`src/rtl/spb_regs.vh`:
```
// Register map and field constants for the stream port B routing block
`ifndef SPB_REGS_VH
`define SPB_REGS_VH
// ==========================================
// Register offsets
`define SPB_OFS_STATUS 12'h0c8
`define SPB_OFS_ENABLE 12'h0cc
`define SPB_OFS_MASK 12'h0d0
`define SPB_OFS_MAP 12'h0d4
`define SPB_OFS_CTRL 12'h0e0
`define SPB_OFS_LOC_BASE 12'h100
`define SPB_OFS_LOC_LAST 12'h11c
// ==========================================
// Event bit positions, shared by status and enable
`define SPB_BIT_OVERRUN 0
`define SPB_BIT_INSERT 8
// ==========================================
// Control register bits
`define SPB_BIT_FLT_EN 0
`define SPB_BIT_INS_EN 1
// ==========================================
// Buffer map layout: location n at bits 4n+2..4n
`define SPB_MAP_STRIDE 4
`define SPB_MAP_FW 3
`define SPB_MAP_VALID 32'h77777777
// ==========================================
// Reset values
`define SPB_RST_ENABLE 32'h00000000
`define SPB_RST_MASK 32'h00000000
`define SPB_RST_MAP 32'h00000000
`define SPB_RST_LOC 32'h00000000
`define SPB_RST_BUF 3'h0
// ==========================================
// Misc
`define SPB_ZERO32 32'h00000000
`define SPB_LOC_IDX_LSB 2
`define SPB_LOC_IDX_W 3
`endif

```
`src/rtl/spb_top.v`:
```
// Stream port B event interrupt gating and PID buffer routing
`timescale 1ns/1ns
`include "spb_regs.vh"
// ==========================================
module spb_top #(
  parameter PID_W = 32,
  parameter DATA_W = 8,
  parameter ADDR_W = 12,
  parameter NLOC = 8
) (
  input wire mclk, // System clock
  input wire reset, // Synchronous reset, active high
  input wire [ADDR_W-1:0] reg_addr, // Register byte address
  input wire [31:0] reg_wdata, // Register write data
  input wire reg_wr, // Write strobe
  input wire reg_rd, // Read strobe
  output reg [31:0] reg_rdata_q, // Read data, cycle after strobe
  input wire ts_valid, // Incoming stream word valid
  input wire [PID_W-1:0] ts_pid, // PID of incoming word
  input wire [DATA_W-1:0] ts_data, // Incoming stream data
  input wire buf_full, // Port input buffer cannot accept
  input wire insert_done, // Inserter placed a packet
  output wire insert_enable, // Inserter allowed to run
  output reg route_valid_q, // Routed word valid
  output reg [2:0] route_buf_q, // Destination buffer index
  output reg [DATA_W-1:0] route_data_q, // Routed data
  output reg route_hit_q, // Accepted word matched a filter location, filter on
  output wire summary_port_b_irq // Summary interrupt, level
);

  // ==========================================
  // Helpers
  function [2:0] map_field;
    input [31:0] map;
    input integer n;
    begin
      map_field = map[n*`SPB_MAP_STRIDE +: `SPB_MAP_FW];
    end
  endfunction

  function pid_match;
    input [PID_W-1:0] pid;
    input [PID_W-1:0] val;
    input [PID_W-1:0] mask;
    begin
      pid_match = (((pid ^ val) & mask) == {PID_W{1'b0}});
    end
  endfunction

  function addr_is;
    input [ADDR_W-1:0] addr;
    input [ADDR_W-1:0] ofs;
    begin
      addr_is = (addr == ofs);
    end
  endfunction

  // Index of the lowest set bit; callers check for an empty vector first
  function [`SPB_LOC_IDX_W-1:0] lowest_hit;
    input [NLOC-1:0] hits;
    integer j;
    begin
      lowest_hit = {`SPB_LOC_IDX_W{1'b0}};
      for (j = NLOC - 1; j >= 0; j = j - 1) begin
        if (hits[j]) begin
          lowest_hit = j[`SPB_LOC_IDX_W-1:0];
        end
      end
    end
  endfunction

  // ==========================================
  // Register state
  reg [31:0] enable_q;
  reg [31:0] enable_d;
  reg [PID_W-1:0] mask_q;
  reg [PID_W-1:0] mask_d;
  reg [31:0] map_q;
  reg [31:0] map_d;
  reg flt_en_q;
  reg flt_en_d;
  reg ins_en_q;
  reg ins_en_d;
  reg st_overrun_q;
  reg st_overrun_d;
  reg st_insert_q;
  reg st_insert_d;
  reg [PID_W-1:0] loc_q [0:NLOC-1];
  reg [31:0] rdata_d;

  // ==========================================
  // Address decode
  wire hit_status = addr_is(reg_addr, `SPB_OFS_STATUS);
  wire hit_enable = addr_is(reg_addr, `SPB_OFS_ENABLE);
  wire hit_mask = addr_is(reg_addr, `SPB_OFS_MASK);
  wire hit_map = addr_is(reg_addr, `SPB_OFS_MAP);
  wire hit_ctrl = addr_is(reg_addr, `SPB_OFS_CTRL);
  wire hit_loc = (reg_addr >= `SPB_OFS_LOC_BASE) && (reg_addr <= `SPB_OFS_LOC_LAST) &&
    (reg_addr[1:0] == 2'h0);
  wire [ADDR_W-1:0] loc_off = reg_addr - `SPB_OFS_LOC_BASE;
  wire [`SPB_LOC_IDX_W-1:0] loc_idx = loc_off[`SPB_LOC_IDX_LSB +: `SPB_LOC_IDX_W];

  // One write enable per filter location
  reg [NLOC-1:0] loc_wr;
  integer w;
  always @* begin
    loc_wr = {NLOC{1'b0}};
    for (w = 0; w < NLOC; w = w + 1) begin
      if (reg_wr && hit_loc && (loc_idx == w)) begin
        loc_wr[w] = 1'b1;
      end
    end
  end

  // ==========================================
  // Events
  // Overrun only counts a word really offered while the buffer is full
  wire ev_overrun = ts_valid && buf_full;
  // Done pulses while the inserter is off are stray and ignored
  wire ev_insert = insert_done && ins_en_q;
  wire rd_status = reg_rd && hit_status;

  // ==========================================
  // Next state of writable registers
  always @* begin
    enable_d = enable_q;
    mask_d = mask_q;
    map_d = map_q;
    flt_en_d = flt_en_q;
    ins_en_d = ins_en_q;
    if (reg_wr && hit_enable) begin
      // Only the two event bits hold state; the rest read zero
      enable_d = `SPB_ZERO32;
      enable_d[`SPB_BIT_OVERRUN] = reg_wdata[`SPB_BIT_OVERRUN];
      enable_d[`SPB_BIT_INSERT] = reg_wdata[`SPB_BIT_INSERT];
    end
    if (reg_wr && hit_mask) begin
      mask_d = reg_wdata[PID_W-1:0];
    end
    if (reg_wr && hit_map) begin
      map_d = reg_wdata & `SPB_MAP_VALID;
    end
    if (reg_wr && hit_ctrl) begin
      flt_en_d = reg_wdata[`SPB_BIT_FLT_EN];
      ins_en_d = reg_wdata[`SPB_BIT_INS_EN];
    end
    // Hardware disable beats a same-cycle software enable, so one
    // done event never lets a second packet slip in unseen
    if (ev_insert) begin
      ins_en_d = 1'b0;
    end
  end

  // ==========================================
  // Status flags: clear on read, a same-cycle event wins
  always @* begin
    st_overrun_d = st_overrun_q;
    st_insert_d = st_insert_q;
    if (rd_status) begin
      st_overrun_d = 1'b0;
      st_insert_d = 1'b0;
    end
    if (ev_overrun) begin
      st_overrun_d = 1'b1;
    end
    if (ev_insert) begin
      st_insert_d = 1'b1;
    end
  end

  // ==========================================
  // Software images of the status and control words
  reg [31:0] status_img;
  reg [31:0] ctrl_img;
  always @* begin
    status_img = `SPB_ZERO32;
    status_img[`SPB_BIT_OVERRUN] = st_overrun_q;
    status_img[`SPB_BIT_INSERT] = st_insert_q;
    ctrl_img = `SPB_ZERO32;
    ctrl_img[`SPB_BIT_FLT_EN] = flt_en_q;
    ctrl_img[`SPB_BIT_INS_EN] = ins_en_q;
  end

  // ==========================================
  // Read mux
  always @* begin
    rdata_d = `SPB_ZERO32;
    if (reg_rd) begin
      if (hit_status) begin
        // Status shows the value before the clear takes effect
        rdata_d = status_img;
      end else if (hit_enable) begin
        rdata_d = enable_q;
      end else if (hit_mask) begin
        rdata_d[PID_W-1:0] = mask_q;
      end else if (hit_map) begin
        rdata_d = map_q;
      end else if (hit_ctrl) begin
        rdata_d = ctrl_img;
      end else if (hit_loc) begin
        rdata_d[PID_W-1:0] = loc_q[loc_idx];
      end
    end
  end

  // ==========================================
  // Register update
  always @(posedge mclk) begin
    if (reset) begin
      enable_q <= `SPB_RST_ENABLE;
    end else begin
      enable_q <= enable_d;
    end
  end

  always @(posedge mclk) begin
    if (reset) begin
      mask_q <= `SPB_RST_MASK;
    end else begin
      mask_q <= mask_d;
    end
  end

  always @(posedge mclk) begin
    if (reset) begin
      map_q <= `SPB_RST_MAP;
    end else begin
      map_q <= map_d;
    end
  end

  // Filter and inserter both start off, so until configured every accepted word routes to buffer 0 and nothing is inserted
  always @(posedge mclk) begin
    if (reset) begin
      flt_en_q <= 1'b0;
      ins_en_q <= 1'b0;
    end else begin
      flt_en_q <= flt_en_d;
      ins_en_q <= ins_en_d;
    end
  end

  always @(posedge mclk) begin
    if (reset) begin
      st_overrun_q <= 1'b0;
      st_insert_q <= 1'b0;
    end else begin
      st_overrun_q <= st_overrun_d;
      st_insert_q <= st_insert_d;
    end
  end

  // Read data stands one cycle only; the mux gives zero without a strobe
  always @(posedge mclk) begin
    if (reset) begin
      reg_rdata_q <= `SPB_ZERO32;
    end else begin
      reg_rdata_q <= rdata_d;
    end
  end

  // ==========================================
  // PID filter locations
  integer k;
  always @(posedge mclk) begin
    if (reset) begin
      for (k = 0; k < NLOC; k = k + 1) begin
        loc_q[k] <= `SPB_RST_LOC;
      end
    end else begin
      for (k = 0; k < NLOC; k = k + 1) begin
        if (loc_wr[k]) begin
          loc_q[k] <= reg_wdata[PID_W-1:0];
        end
      end
    end
  end

  // ==========================================
  // PID compare and buffer selection
  reg [NLOC-1:0] loc_hit;
  reg [`SPB_LOC_IDX_W-1:0] hit_idx;
  reg any_hit;
  reg [2:0] sel_buf;
  integer n;
  always @* begin
    loc_hit = {NLOC{1'b0}};
    for (n = 0; n < NLOC; n = n + 1) begin
      // Mask bits at zero drop out; an all-zero mask matches everything
      loc_hit[n] = pid_match(ts_pid, loc_q[n], mask_q);
    end
  end

  // Lowest matching location wins when several match
  always @* begin
    any_hit = |loc_hit;
    hit_idx = lowest_hit(loc_hit);
    sel_buf = `SPB_RST_BUF;
    if (any_hit) begin
      sel_buf = map_field(map_q, hit_idx);
    end
  end

  // ==========================================
  // Routed output
  // Lost words (buffer full) are not forwarded; with the filter on,
  // words that match no location are dropped
  wire accept = ts_valid && !buf_full;
  always @(posedge mclk) begin
    if (reset) begin
      route_valid_q <= 1'b0;
      route_buf_q <= `SPB_RST_BUF;
      route_data_q <= {DATA_W{1'b0}};
      route_hit_q <= 1'b0;
    end else begin
      route_data_q <= ts_data;
      route_hit_q <= accept && flt_en_q && any_hit;
      if (flt_en_q) begin
        route_valid_q <= accept && any_hit;
        route_buf_q <= any_hit ? sel_buf : `SPB_RST_BUF;
      end else begin
        route_valid_q <= accept;
        route_buf_q <= `SPB_RST_BUF;
      end
    end
  end

  // ==========================================
  // Interrupt
  assign insert_enable = ins_en_q;
  // Re-evaluated every cycle straight from the flags
  assign summary_port_b_irq = (st_insert_q && enable_q[`SPB_BIT_INSERT]) ||
    (st_overrun_q && enable_q[`SPB_BIT_OVERRUN]);

endmodule

```
`config.mk`:
```
export PLATFORM = sky130hd
export DESIGN_NAME = spb_top
export DESIGN_NICKNAME = d
export VERILOG_FILES = /design/src/rtl/spb_top.v
export VERILOG_INCLUDE_DIRS = /design/src /design/src/rtl
export SDC_FILE = /design/constraint.sdc
export NUM_CORES = 1
export LEC_CHECK = 0
export ABC_AREA = 0
export BUFFER_PORTS_ARGS = -buffer_cell sky130_fd_sc_hd__buf_2
export CELL_PAD_IN_SITES_DETAIL_PLACEMENT = 2
export CELL_PAD_IN_SITES_GLOBAL_PLACEMENT = 2
export CORE_ASPECT_RATIO = 1.1
export CORE_MARGIN = 3
export CORE_UTILIZATION = 37
export DETAILED_ROUTE_END_ITERATION = 12
export GPL_TIMING_DRIVEN = 0
export MAX_ROUTING_LAYER = met4
export PLACE_DENSITY = 0.85
export SLEW_MARGIN = 20
export SYNTH_ARGS = -nofsm -noshare
export SYNTH_HDL_FRONTEND = slang
export SYNTH_SLANG_ARGS = --single-unit
```
`constraint.sdc`:
```
create_clock -name mclk -period 3.6 [get_ports mclk]
set_clock_uncertainty 0.2 [all_clocks]
set_input_delay 0.18 -clock mclk [delete_from_list [all_inputs] [get_ports mclk]]
set_output_delay 0.18 -clock mclk [all_outputs]
set_load 0.03 [all_outputs]
```
==> results.md, run 1 <==
- Largest area contributor in the netlist: edfxtp_1
- R2R Path Start: mask_q[30]
- Max Root-Sink Buffers: 3
- Die height: 243 um
- Synth warnings: 0
- Worst Path Class, Setup: flip-flop to flip-flop
- Setup TNS: -37.4 ps
- Worst vdd ir: 0.000346 V
- WP data arrival: 3880 ps
- Worst EP required: 3840 ps
- Final nets: 2004
- Via count: 16.5k
- Post-Syn Instances: 1724
- PortBufs: 104
- Startpoint types: flip-flop
- Library cells used by synthesis: 46
- Num Clock Sinks: 363
- Min Tclk post-route: 3640 ps
- Core area: 0.0503 mm^2
- PD cells: 469 mW/mm^2
- Pre-Repair DR Iteration Count: 5
- #FFs+latches synth: 363
- GR Overflow Total: 0
- Vias in the first global route: 17.5k
- Clk root buf: clkbuf_16
- Detailed Route Iter0 Violations: 2173
- Final-report setup violation count: 2
- Synth top area cells: edfxtp_1 (41%), xor2_1 (12%), dfxtp_1 (11%)
- Num ports: 138
- Area grow syn2layout: 18.7%
- CP max FO: 10
- Leak: 8.29 nW
- DP Worst Slack: -402 ps
- H-Tree Depth: 2
- Failing checks: setup timing
- FP Rows: 86
- Fin. max-slew vios: 0
- Crit share post-route: 1.01
- CTS tree: built
- Post-DP HPWL: 64800 um
- Post-Syn Area per Cell: 10.9 um^2
- Worst path slowest cell: nor4_4
- Clock latency on the worst-skew pair: 600 ps
- Max incr delay on CP: 600 ps
- Outcome: finished with violations
- Clock transition at the registers of the reported paths: 60 ps
- First-pass GRT wire length: 132000 um
- Cts bufs inserted: 41
- WL final: 95100 um
- Total track usage: 0.354
- Largest net degree at the start of global routing: 33
- GPL Wtd Cong: 0.988
- Final hold violations: 0
- Chip width: 221 um
- Max-cap violations: 0
- Critical path endpoint category: flip-flop
- Synthesized area: 0.0189 mm^2
- Initial Util: 0.375
- Share of cells above drive strength 1: 0.164
- Avg Vias per Cell: 6.31
- F_max: 0.275 GHz
- Final worst slack: -36.6 ps
- Post-synthesis sequential area ratio: 0.521
- CP dominant cell by count: nor4_4
- HP Class: input pin to flip-flop
- Final ANT Viol Nets: 0
- Die area: 0.0537 mm^2
- Syn_nets: 1815
- Avg WL per Cell: 36.4 um
- Hold Path Origin: reg_addr[7]
- DRC viols: 0
- Synth top area share: 0.408
- Slew headroom: 0.135
- Ys flop type: edfxtp_1
- Worst setup path start: mask_q[30]
- EDFF count, synth: 256
- Share of synthesized flip-flops with an asynchronous set or reset: 0
- Commonest non-fill, non-tap cells in the layout: xor2_1 (256), edfxtp_1 (256), nand2_1 (242)
- Cell breakdown of the critical path: a22oi_1 > nand4_1 > nor4_4 > nor4_4 > nor2b_4 > buf_6 > mux2_1 > o221ai_1 > a221oi_1
- Initial antenna violation count: 4
- Slew @ Worst Pin: 1300 ps
==> area by class of cell <==
class                   instances  area (um^2)
fillers                      5052        27900
flip-flops and latches        363         9830
multi-input cells            1181         8330
clock buffers                  58         1250
repair buffers                164         1190
well taps                     660          826
plain buffers                 127          657
clock inverters                18          174
inverters                      35          131
diodes                          4         10.0
==> flip-flops by register name, summed over array words and instances (netlist names) <==
name	count
enable_q	2
flt_en_q	1
insert_enable	1
loc_q	256
map_q	24
mask_q	32
reg_rdata_q	32
route_buf_q	3
route_data_q	8
route_hit_q	1
route_valid_q	1
st_insert_q	1
st_overrun_q	1
==> power breakdown <==
group | switching (mW) | internal, mW | total, mW
clock network | 1.91 | 2.64 | 4.55
logic | 0.763 | 0.397 | 1.16
registers | 0.139 | 4.65 | 4.79
==> synthesized netlist by cell type, types with 2 or more instances <==
| library cell | number |
|---|---|
| edfxtp_1 | 256 |
| xor2_1 | 256 |
| nand2_1 | 242 |
| nor2_1 | 216 |
| a22oi_1 | 159 |
| dfxtp_1 | 107 |
| a21oi_1 | 85 |
| clkbuf_1 | 83 |
| mux4_2 | 64 |
| nand2b_1 | 43 |
| inv_1 | 34 |
| nand4_1 | 34 |
| buf_4 | 22 |
| buf_1 | 16 |
| buf_2 | 15 |
| buf_6 | 9 |
| nor2b_1 | 9 |
| nand3_1 | 7 |
| mux2i_1 | 6 |
| nor4_2 | 6 |
| a221oi_1 | 5 |
| a222oi_1 | 5 |
| mux2_1 | 5 |
| or4_1 | 5 |
| nor4_1 | 4 |
| nor3_1 | 3 |
| o211ai_1 | 3 |
| o21a_1 | 3 |
| and2_1 | 2 |
| and3_1 | 2 |
| o21bai_1 | 2 |
| o221ai_1 | 2 |
==> per-layer routing <==
metal	GRT usage	wire [um]	vias to the layer above
li1	-	-	6498
met1	0.411	34100	8476
met2	0.566	44700	1152
met3	0.0636	8820	345
met4	0.231	7440	0
met5	-	0	-
==> through the flow <==
step / hold WS (ps) / power [mW] / std cells / area, um^2 / util
after global placement: 196 / 5.85 / 2488 / 20200 / 0.402
after floorplan: 95.8 / 5.42 / 1724 / 18900 / -
after CTS: 16.6 / 10.4 / 2616 / 22300 / 0.444
after global routing: 175 / 10.7 / 2610 / 22400 / 0.446
after detailed placement: 198 / 5.93 / 2493 / 20400 / 0.406
final: 112 / 10.5 / 2610 / 22400 / 0.446
==> path summary, 6_finish.rpt <==
kind                     endpoint  slack [ps]  depth (start not counted)
setup / recovery   route_buf_q[0]         -40                          9
hold / removal        enable_q[0]         110                          6
setup reg to reg   route_buf_q[0]         -40                          9
hold reg to reg   reg_rdata_q[26]         290                          2
==> cells by family after synthesis <==
group / after synthesis / share of synthesized area
AND/OR/NAND/NOR: 578 / 0.134
flip-flops: 363 / 0.521
AO/OA/AOI/OAI: 271 / 0.0980
XOR/XNOR: 256 / 0.119
buffers and inverters: 180 / 0.0448
multiplexers: 76 / 0.0832
==> worst max-delay path: cells and delay by family, from the launching register on <==
family | cells | cell delay [ps]
AOI/OAI and AO/OA | 3 | 1060
buffers and inverters | 1 | 180
and+or+nand+nor | 4 | 1310
muxes | 1 | 210
DFF | 1 | 530
==> timing repair <==
item / in CTS / in global routing
hold buffers: 53 / 0
setup buffers: 0 / 1
hold endpoints to repair: 154 / 0
gates resized for setup: 0 / 9
pin swaps: 0 / 1
endpoints found under the setup margin: 3 / 3
Power figures use the tool's default switching activity.
==> run 2: changes to the inputs <==
Settings changed: ABC_AREA 0 to 1, CORE_UTILIZATION 37 to 33, PLACE_DENSITY 0.85 to 0.84.
==> results.md, run 2 <==
- EDFF count, synth: 256
- Outcome: finished with violations
- Reg2reg setup slack: 120 ps
- Commonest non-fill, non-tap cells in the layout: nor2_1 (404), nand2_1 (313), o21ai_0 (259)
- Worst path slowest cell: nand2_4
- Worst setup path start: reg_addr[4]
- DRC viols: 0
- Synthesized area: 0.0191 mm^2
- Largest regs: loc_q x256, mask_q x32, reg_rdata_q x32
- Vias in the first global route: 21.4k
- Startpoint types: input pin
- H-Tree Depth: 2
- Max-cap violations: 0
- Num Clock Sinks: 363
- Final ANT Viol Nets: 0
- Worst EP required: 3600 ps
- WL final: 109000 um
- Final hold violations: 0
- End of the critical path: loc_q[1][10]
- PortBufs: 132
- Largest net degree at the start of global routing: 33
- CP max FO: 32
- Tot Pwr: 10.1 mW
- Via count: 20.4k
- WP data arrival: 3610 ps
- Initial antenna violation count: 2
- Initial Util: 0.337
- Num ports: 138
- Detailed Route Iter0 Violations: 2380
- Final worst slack: -3.76 ps
- Max incr delay on CP: 640 ps
- Worst Path Class, Setup: input pin to flip-flop
- Avg WL per Cell: 32.4 um
- Die area: 0.0609 mm^2
- Core area: 0.0567 mm^2
- Multi-input logic area: 0.00775 mm^2
- F_max: 0.277 GHz
- Chip width: 236 um
- R2R Path End: route_hit_q
- Slew headroom: 0.133
- Max Root-Sink Buffers: 3
- Cts bufs inserted: 43
- Largest area contributor in the netlist: edfxtp_1
- Post-Syn Area per Cell: 8.16 um^2
- CP dominant cell by count: nand2_1
- Worst vdd ir: 0.000346 V
- Critical path endpoint category: flip-flop
- Layout filler cell count: 6455
- FP Rows: 91
- GR Overflow Total: 0
- GPL Wtd Cong: 0.978
- First-pass GRT wire length: 152000 um
- Clock transition at the registers of the reported paths: 70 ps
- Syn_nets: 2436
- Area grow syn2layout: 19.0%
- Clk root buf: clkbuf_16
- Final core area utilization: 0.402
- Clock latency on the worst-skew pair: 590 ps
- #FFs+latches synth: 363
- List of most frequent post-synthesis cells: nor2_1 (407), nand2_1 (319), o21ai_0 (262)
- Reg area: 0.00983 mm^2
- Synth warnings: 0
- Share of cells above drive strength 1: 0.118
- R2R Path Start: loc_q[2][26]
- Post-Syn Instances: 2345
- Synth top area cells: edfxtp_1 (40%), dfxtp_1 (11%), nor2_1 (8.0%)
- Hold_ws: 3.79 ps
- HP Class: input pin to flip-flop
- Post-DP HPWL: 74900 um
- CTS tree: built
- Biggest register: loc_q
- Final-report setup violation count: 9
- Crit share post-route: 1.00
- Post-synthesis sequential area ratio: 0.514
- Total track usage: 0.357
- Fin. max-slew vios: 0
- Synth top area share: 0.402
- Count leader, synth: nor2_1
- Failing checks: setup timing
- Library cells used by synthesis: 44
- Slew @ Worst Pin: 1300 ps
- Min Tclk post-route: 3600 ps
- Leak: 8.90 nW
- PD cells: 441 mW/mm^2
- Avg Vias per Cell: 6.08
- Setup TNS: -14.9 ps
- Cell breakdown of the critical path: clkbuf_1 > nand2_1 > o22ai_1 > and2_1 > clkbuf_1 > nand2_1 > nor2_1 > nand2_1 > buf_2 > nand2_4
- Most common cell after layout, fill and taps aside: nor2_1
- Share of synthesized flip-flops with an asynchronous set or reset: 0
- Final nets: 2670
- Die height: 259 um
- Ys flop type: edfxtp_1
- Reg2reg path depth: 12
- Pre-Repair DR Iteration Count: 5
- Max FFs per register: 256
[run 2: where the power goes]
group	internal, mW	switching [mW]	total [mW]	leakage, nW
Sequential	4.66	0.152	4.81	3.30
Combinational	0.278	0.728	1.01	4.98
Clock	2.34	1.90	4.24	0.620
Total	7.27	2.78	10.1	8.90
[run 2: timing repair]
| item | in CTS | in global routing |
|---|---|---|
| hold buffers | 48 | 0 |
| resized for setup | 0 | 8 |
| setup endpoints to repair | 0 | 29 |
| buffers inserted | 0 | 1 |
| hold endpoints to repair | 146 | 0 |
[run 2: routing by layer]
| layer | up-vias | track usage | share of wire |
|---|---|---|---|
| met2 | 1200 | 0.555 | 0.45 |
| li1 | 8524 | - | - |
| met5 | - | - | 0 |
| met1 | 10297 | 0.433 | 0.38 |
| met4 | 0 | 0.233 | 0.082 |
| met3 | 385 | 0.0540 | 0.084 |
[run 2: worst min-delay path by stage]
stage | startpoint | endpoint | slack (ps) | cells after the start
floorplan | buf_full | route_hit_q | 60 | 1
global placement | buf_full | route_hit_q | 160 | 2
detailed placement | buf_full | route_hit_q | 170 | 2
CTS | reg_addr[5] | reg_rdata_q[0] | 10 | 6
global route | reg_addr[5] | reg_rdata_q[0] | 40 | 6
finish | reg_addr[5] | reg_rdata_q[0] | 4 | 6
[run 2: through the flow]
stage / worst slack, ps / cell area (um^2) / cells
floorplan: 435 / 19100 / 2345
global placement: -2630 / 20700 / 3221
detailed placement: -503 / 20900 / 3229
CTS: 32.6 / 22700 / 3355
global route: -6.33 / 22800 / 3358
finish: -3.76 / 22800 / 3359
[run 2: final cells by class]
class	instances	share of cell area
repair buffers	189	0.0566
multi-input cells	1593	0.340
diodes	3	0.000330
flip-flops and latches	363	0.432
clock buffers	63	0.0533
clock inverters	15	0.00363
plain buffers	125	0.0299
inverters	264	0.0435
well taps	744	0.0409
[run 2: logic make-up (layout without fill, tap and decap cells)]
| logic type | count (synthesis) | count (layout) | synth area share |
|---|---|---|---|
| other | 0 | 3 | 0 |
| AND/OR/NAND/NOR | 876 | 876 | 0.186 |
| AO/OA/AOI/OAI | 680 | 680 | 0.197 |
| flip-flops | 363 | 363 | 0.514 |
| buffers and inverters | 389 | 656 | 0.0863 |
| XOR/XNOR | 37 | 37 | 0.0169 |
[run 2: critical path: cells and delay by family]
| kind | cells | cell delay, ps |
|---|---|---|
| and+or+nand+nor | 6 | 2000 |
| buffers and inverters | 3 | 1200 |
| AOI/OAI and AO/OA | 1 | 210 |
==> run 3: changes to the inputs <==
Settings changed: GPL_TIMING_DRIVEN 0 to default.
==> results.md, run 3 (synthesis results as in run 2) <==
- Area after DPL: 0.0206 mm^2
- PD cells: 456 mW/mm^2
- Commonest non-fill, non-tap cells in the layout: nor2_1 (402), nand2_1 (310), o21ai_0 (261)
- Vias in the first global route: 21.1k
- Detailed Route Iter0 Violations: 2011
- F_max: 0.283 GHz
- H-Tree Depth: 2
- Avg Vias per Cell: 5.93
- Outcome: completed
- Final hold violations: 0
- Min Tclk post-route: 3530 ps
- WL final: 96700 um
- Clk root buf: clkbuf_16
- Hold Path Origin: reg_addr[5]
- Slew headroom: 0.318
- Final-report setup violation count: 0
- FP Rows: 91
- Largest net degree at the start of global routing: 43
- Reg2reg setup slack: 70 ps
- Die area: 0.0609 mm^2
- Slew @ Worst Pin: 1020 ps
- Max-cap violations: 0
- Startpoint types: flip-flop
- Critical path endpoint category: flip-flop
- DRC viols: 0
- Worst Path Class, Setup: flip-flop to flip-flop
- Avg WL per Cell: 29.3 um
- Num ports: 138
- Final core area utilization: 0.400
- Initial antenna violation count: 3
- Clock latency on the worst-skew pair: 580 ps
- Placed cells: 3154
- Max FFs per register: 256
- Post-DP HPWL: 63400 um
- Via count: 19.6k
- Pre-Repair DR Iteration Count: 6
- Total track usage: 0.318
- Clock transition at the registers of the reported paths: 70 ps
- Worst vdd ir: 0.000268 V
- Num Clock Sinks: 363
- Setup TNS: 0 ps
- Biggest register: loc_q
- RSZ-0062 raised after global routing: no
- Reg2reg path depth: 14
- GPL Wtd Cong: 0.945
- Hold Path Stages: 6
- Hold_ws: 55.3 ps
- R2R Path Start: mask_q[16]
- Worst EP required: 3930 ps
- Hold-critical path endpoint: reg_rdata_q[0]
- GR Overflow Total: 0
- Core area: 0.0567 mm^2
- Max Root-Sink Buffers: 3
- Final instance area: 0.0227 mm^2
- CP max FO: 7
- Crit share post-route: 0.980
- HP Class: input pin to flip-flop
- Fin. max-slew vios: 0
- R2R Path End: route_hit_q
- PortBufs: 137
- Initial Util: 0.337
- Final worst slack: 71.4 ps
- Share of cells above drive strength 1: 0.117
- Cts bufs inserted: 44
- Most common cell after layout, fill and taps aside: nor2_1
- Largest regs: loc_q x256, mask_q x32, reg_rdata_q x32
- CTS tree: built
- Final ANT Viol Nets: 0
- Chip width: 236 um
- Final nets: 2606
- Tot Pwr: 10.3 mW
- Area grow syn2layout: 18.7%
- Die height: 259 um
- First-pass GRT wire length: 141000 um
- WP data arrival: 3850 ps
- Leak: 8.92 nW
- DP Worst Slack: 440 ps
- Layout Cells excl Fill: 3296
-- run 3: worst max-delay path by stage --
stage / start / end / slack [ps] / cells after the start
floorplan: reg_addr[1] / loc_q[6][0] / 430 / 7
global placement: mask_q[2] / route_buf_q[2] / 570 / 16
detailed placement: ts_pid[2] / route_buf_q[0] / 440 / 17
CTS: loc_q[0][2] / route_hit_q / 200 / 13
global route: mask_q[25] / route_hit_q / 20 / 13
finish: mask_q[16] / route_hit_q / 70 / 14
-- run 3: repair_timing --
action | in CTS | in global routing
hold buffers | 59 | 0
hold endpoints to repair | 154 | 0
setup buffers | 0 | 0
gates resized for setup | 0 | 6
endpoints found under the setup margin | 0 | 1
-- run 3: where the power goes --
group          switching (mW)  internal [mW]
Sequential              0.152           4.66
Clock                    1.89           2.74
Combinational           0.651          0.260
Total                    2.69           7.65
-- run 3: critical path, cell delays in order, from the launching register on --
cell and delay [ps]:
dfxtp_1 340, inv_1 230, a21oi_1 80, o21ai_0 90
o21ai_0 120, nor2_1 290, o2111ai_1 310, nor2_1 390
nand2_1 190, nand2_1 150, nor2_1 80, nand2_1 80
nand2_1 90, nor4_1 240, dlygate4sd3_1 600
-- run 3: final cells by class --
cell class                 instances  area [um^2]
fill                            6317        34000
sequential                       363         9830
multi-input combinational       1593         7740
timing repair buffer             249         1760
clock buffer                      66         1280
inverter                         264          991
tap                              744          931
clock inverter                    13          159
antenna                            4         10.0
-- run 3: per-layer routing --
metal | vias to the layer above | track usage | wire [um]
met4 | 0 | 0.166 | 5750
met5 | - | - | 0
met3 | 332 | 0.0516 | 7450
li1 | 8381 | - | -
met1 | 9854 | 0.373 | 37000
met2 | 989 | 0.529 | 46500
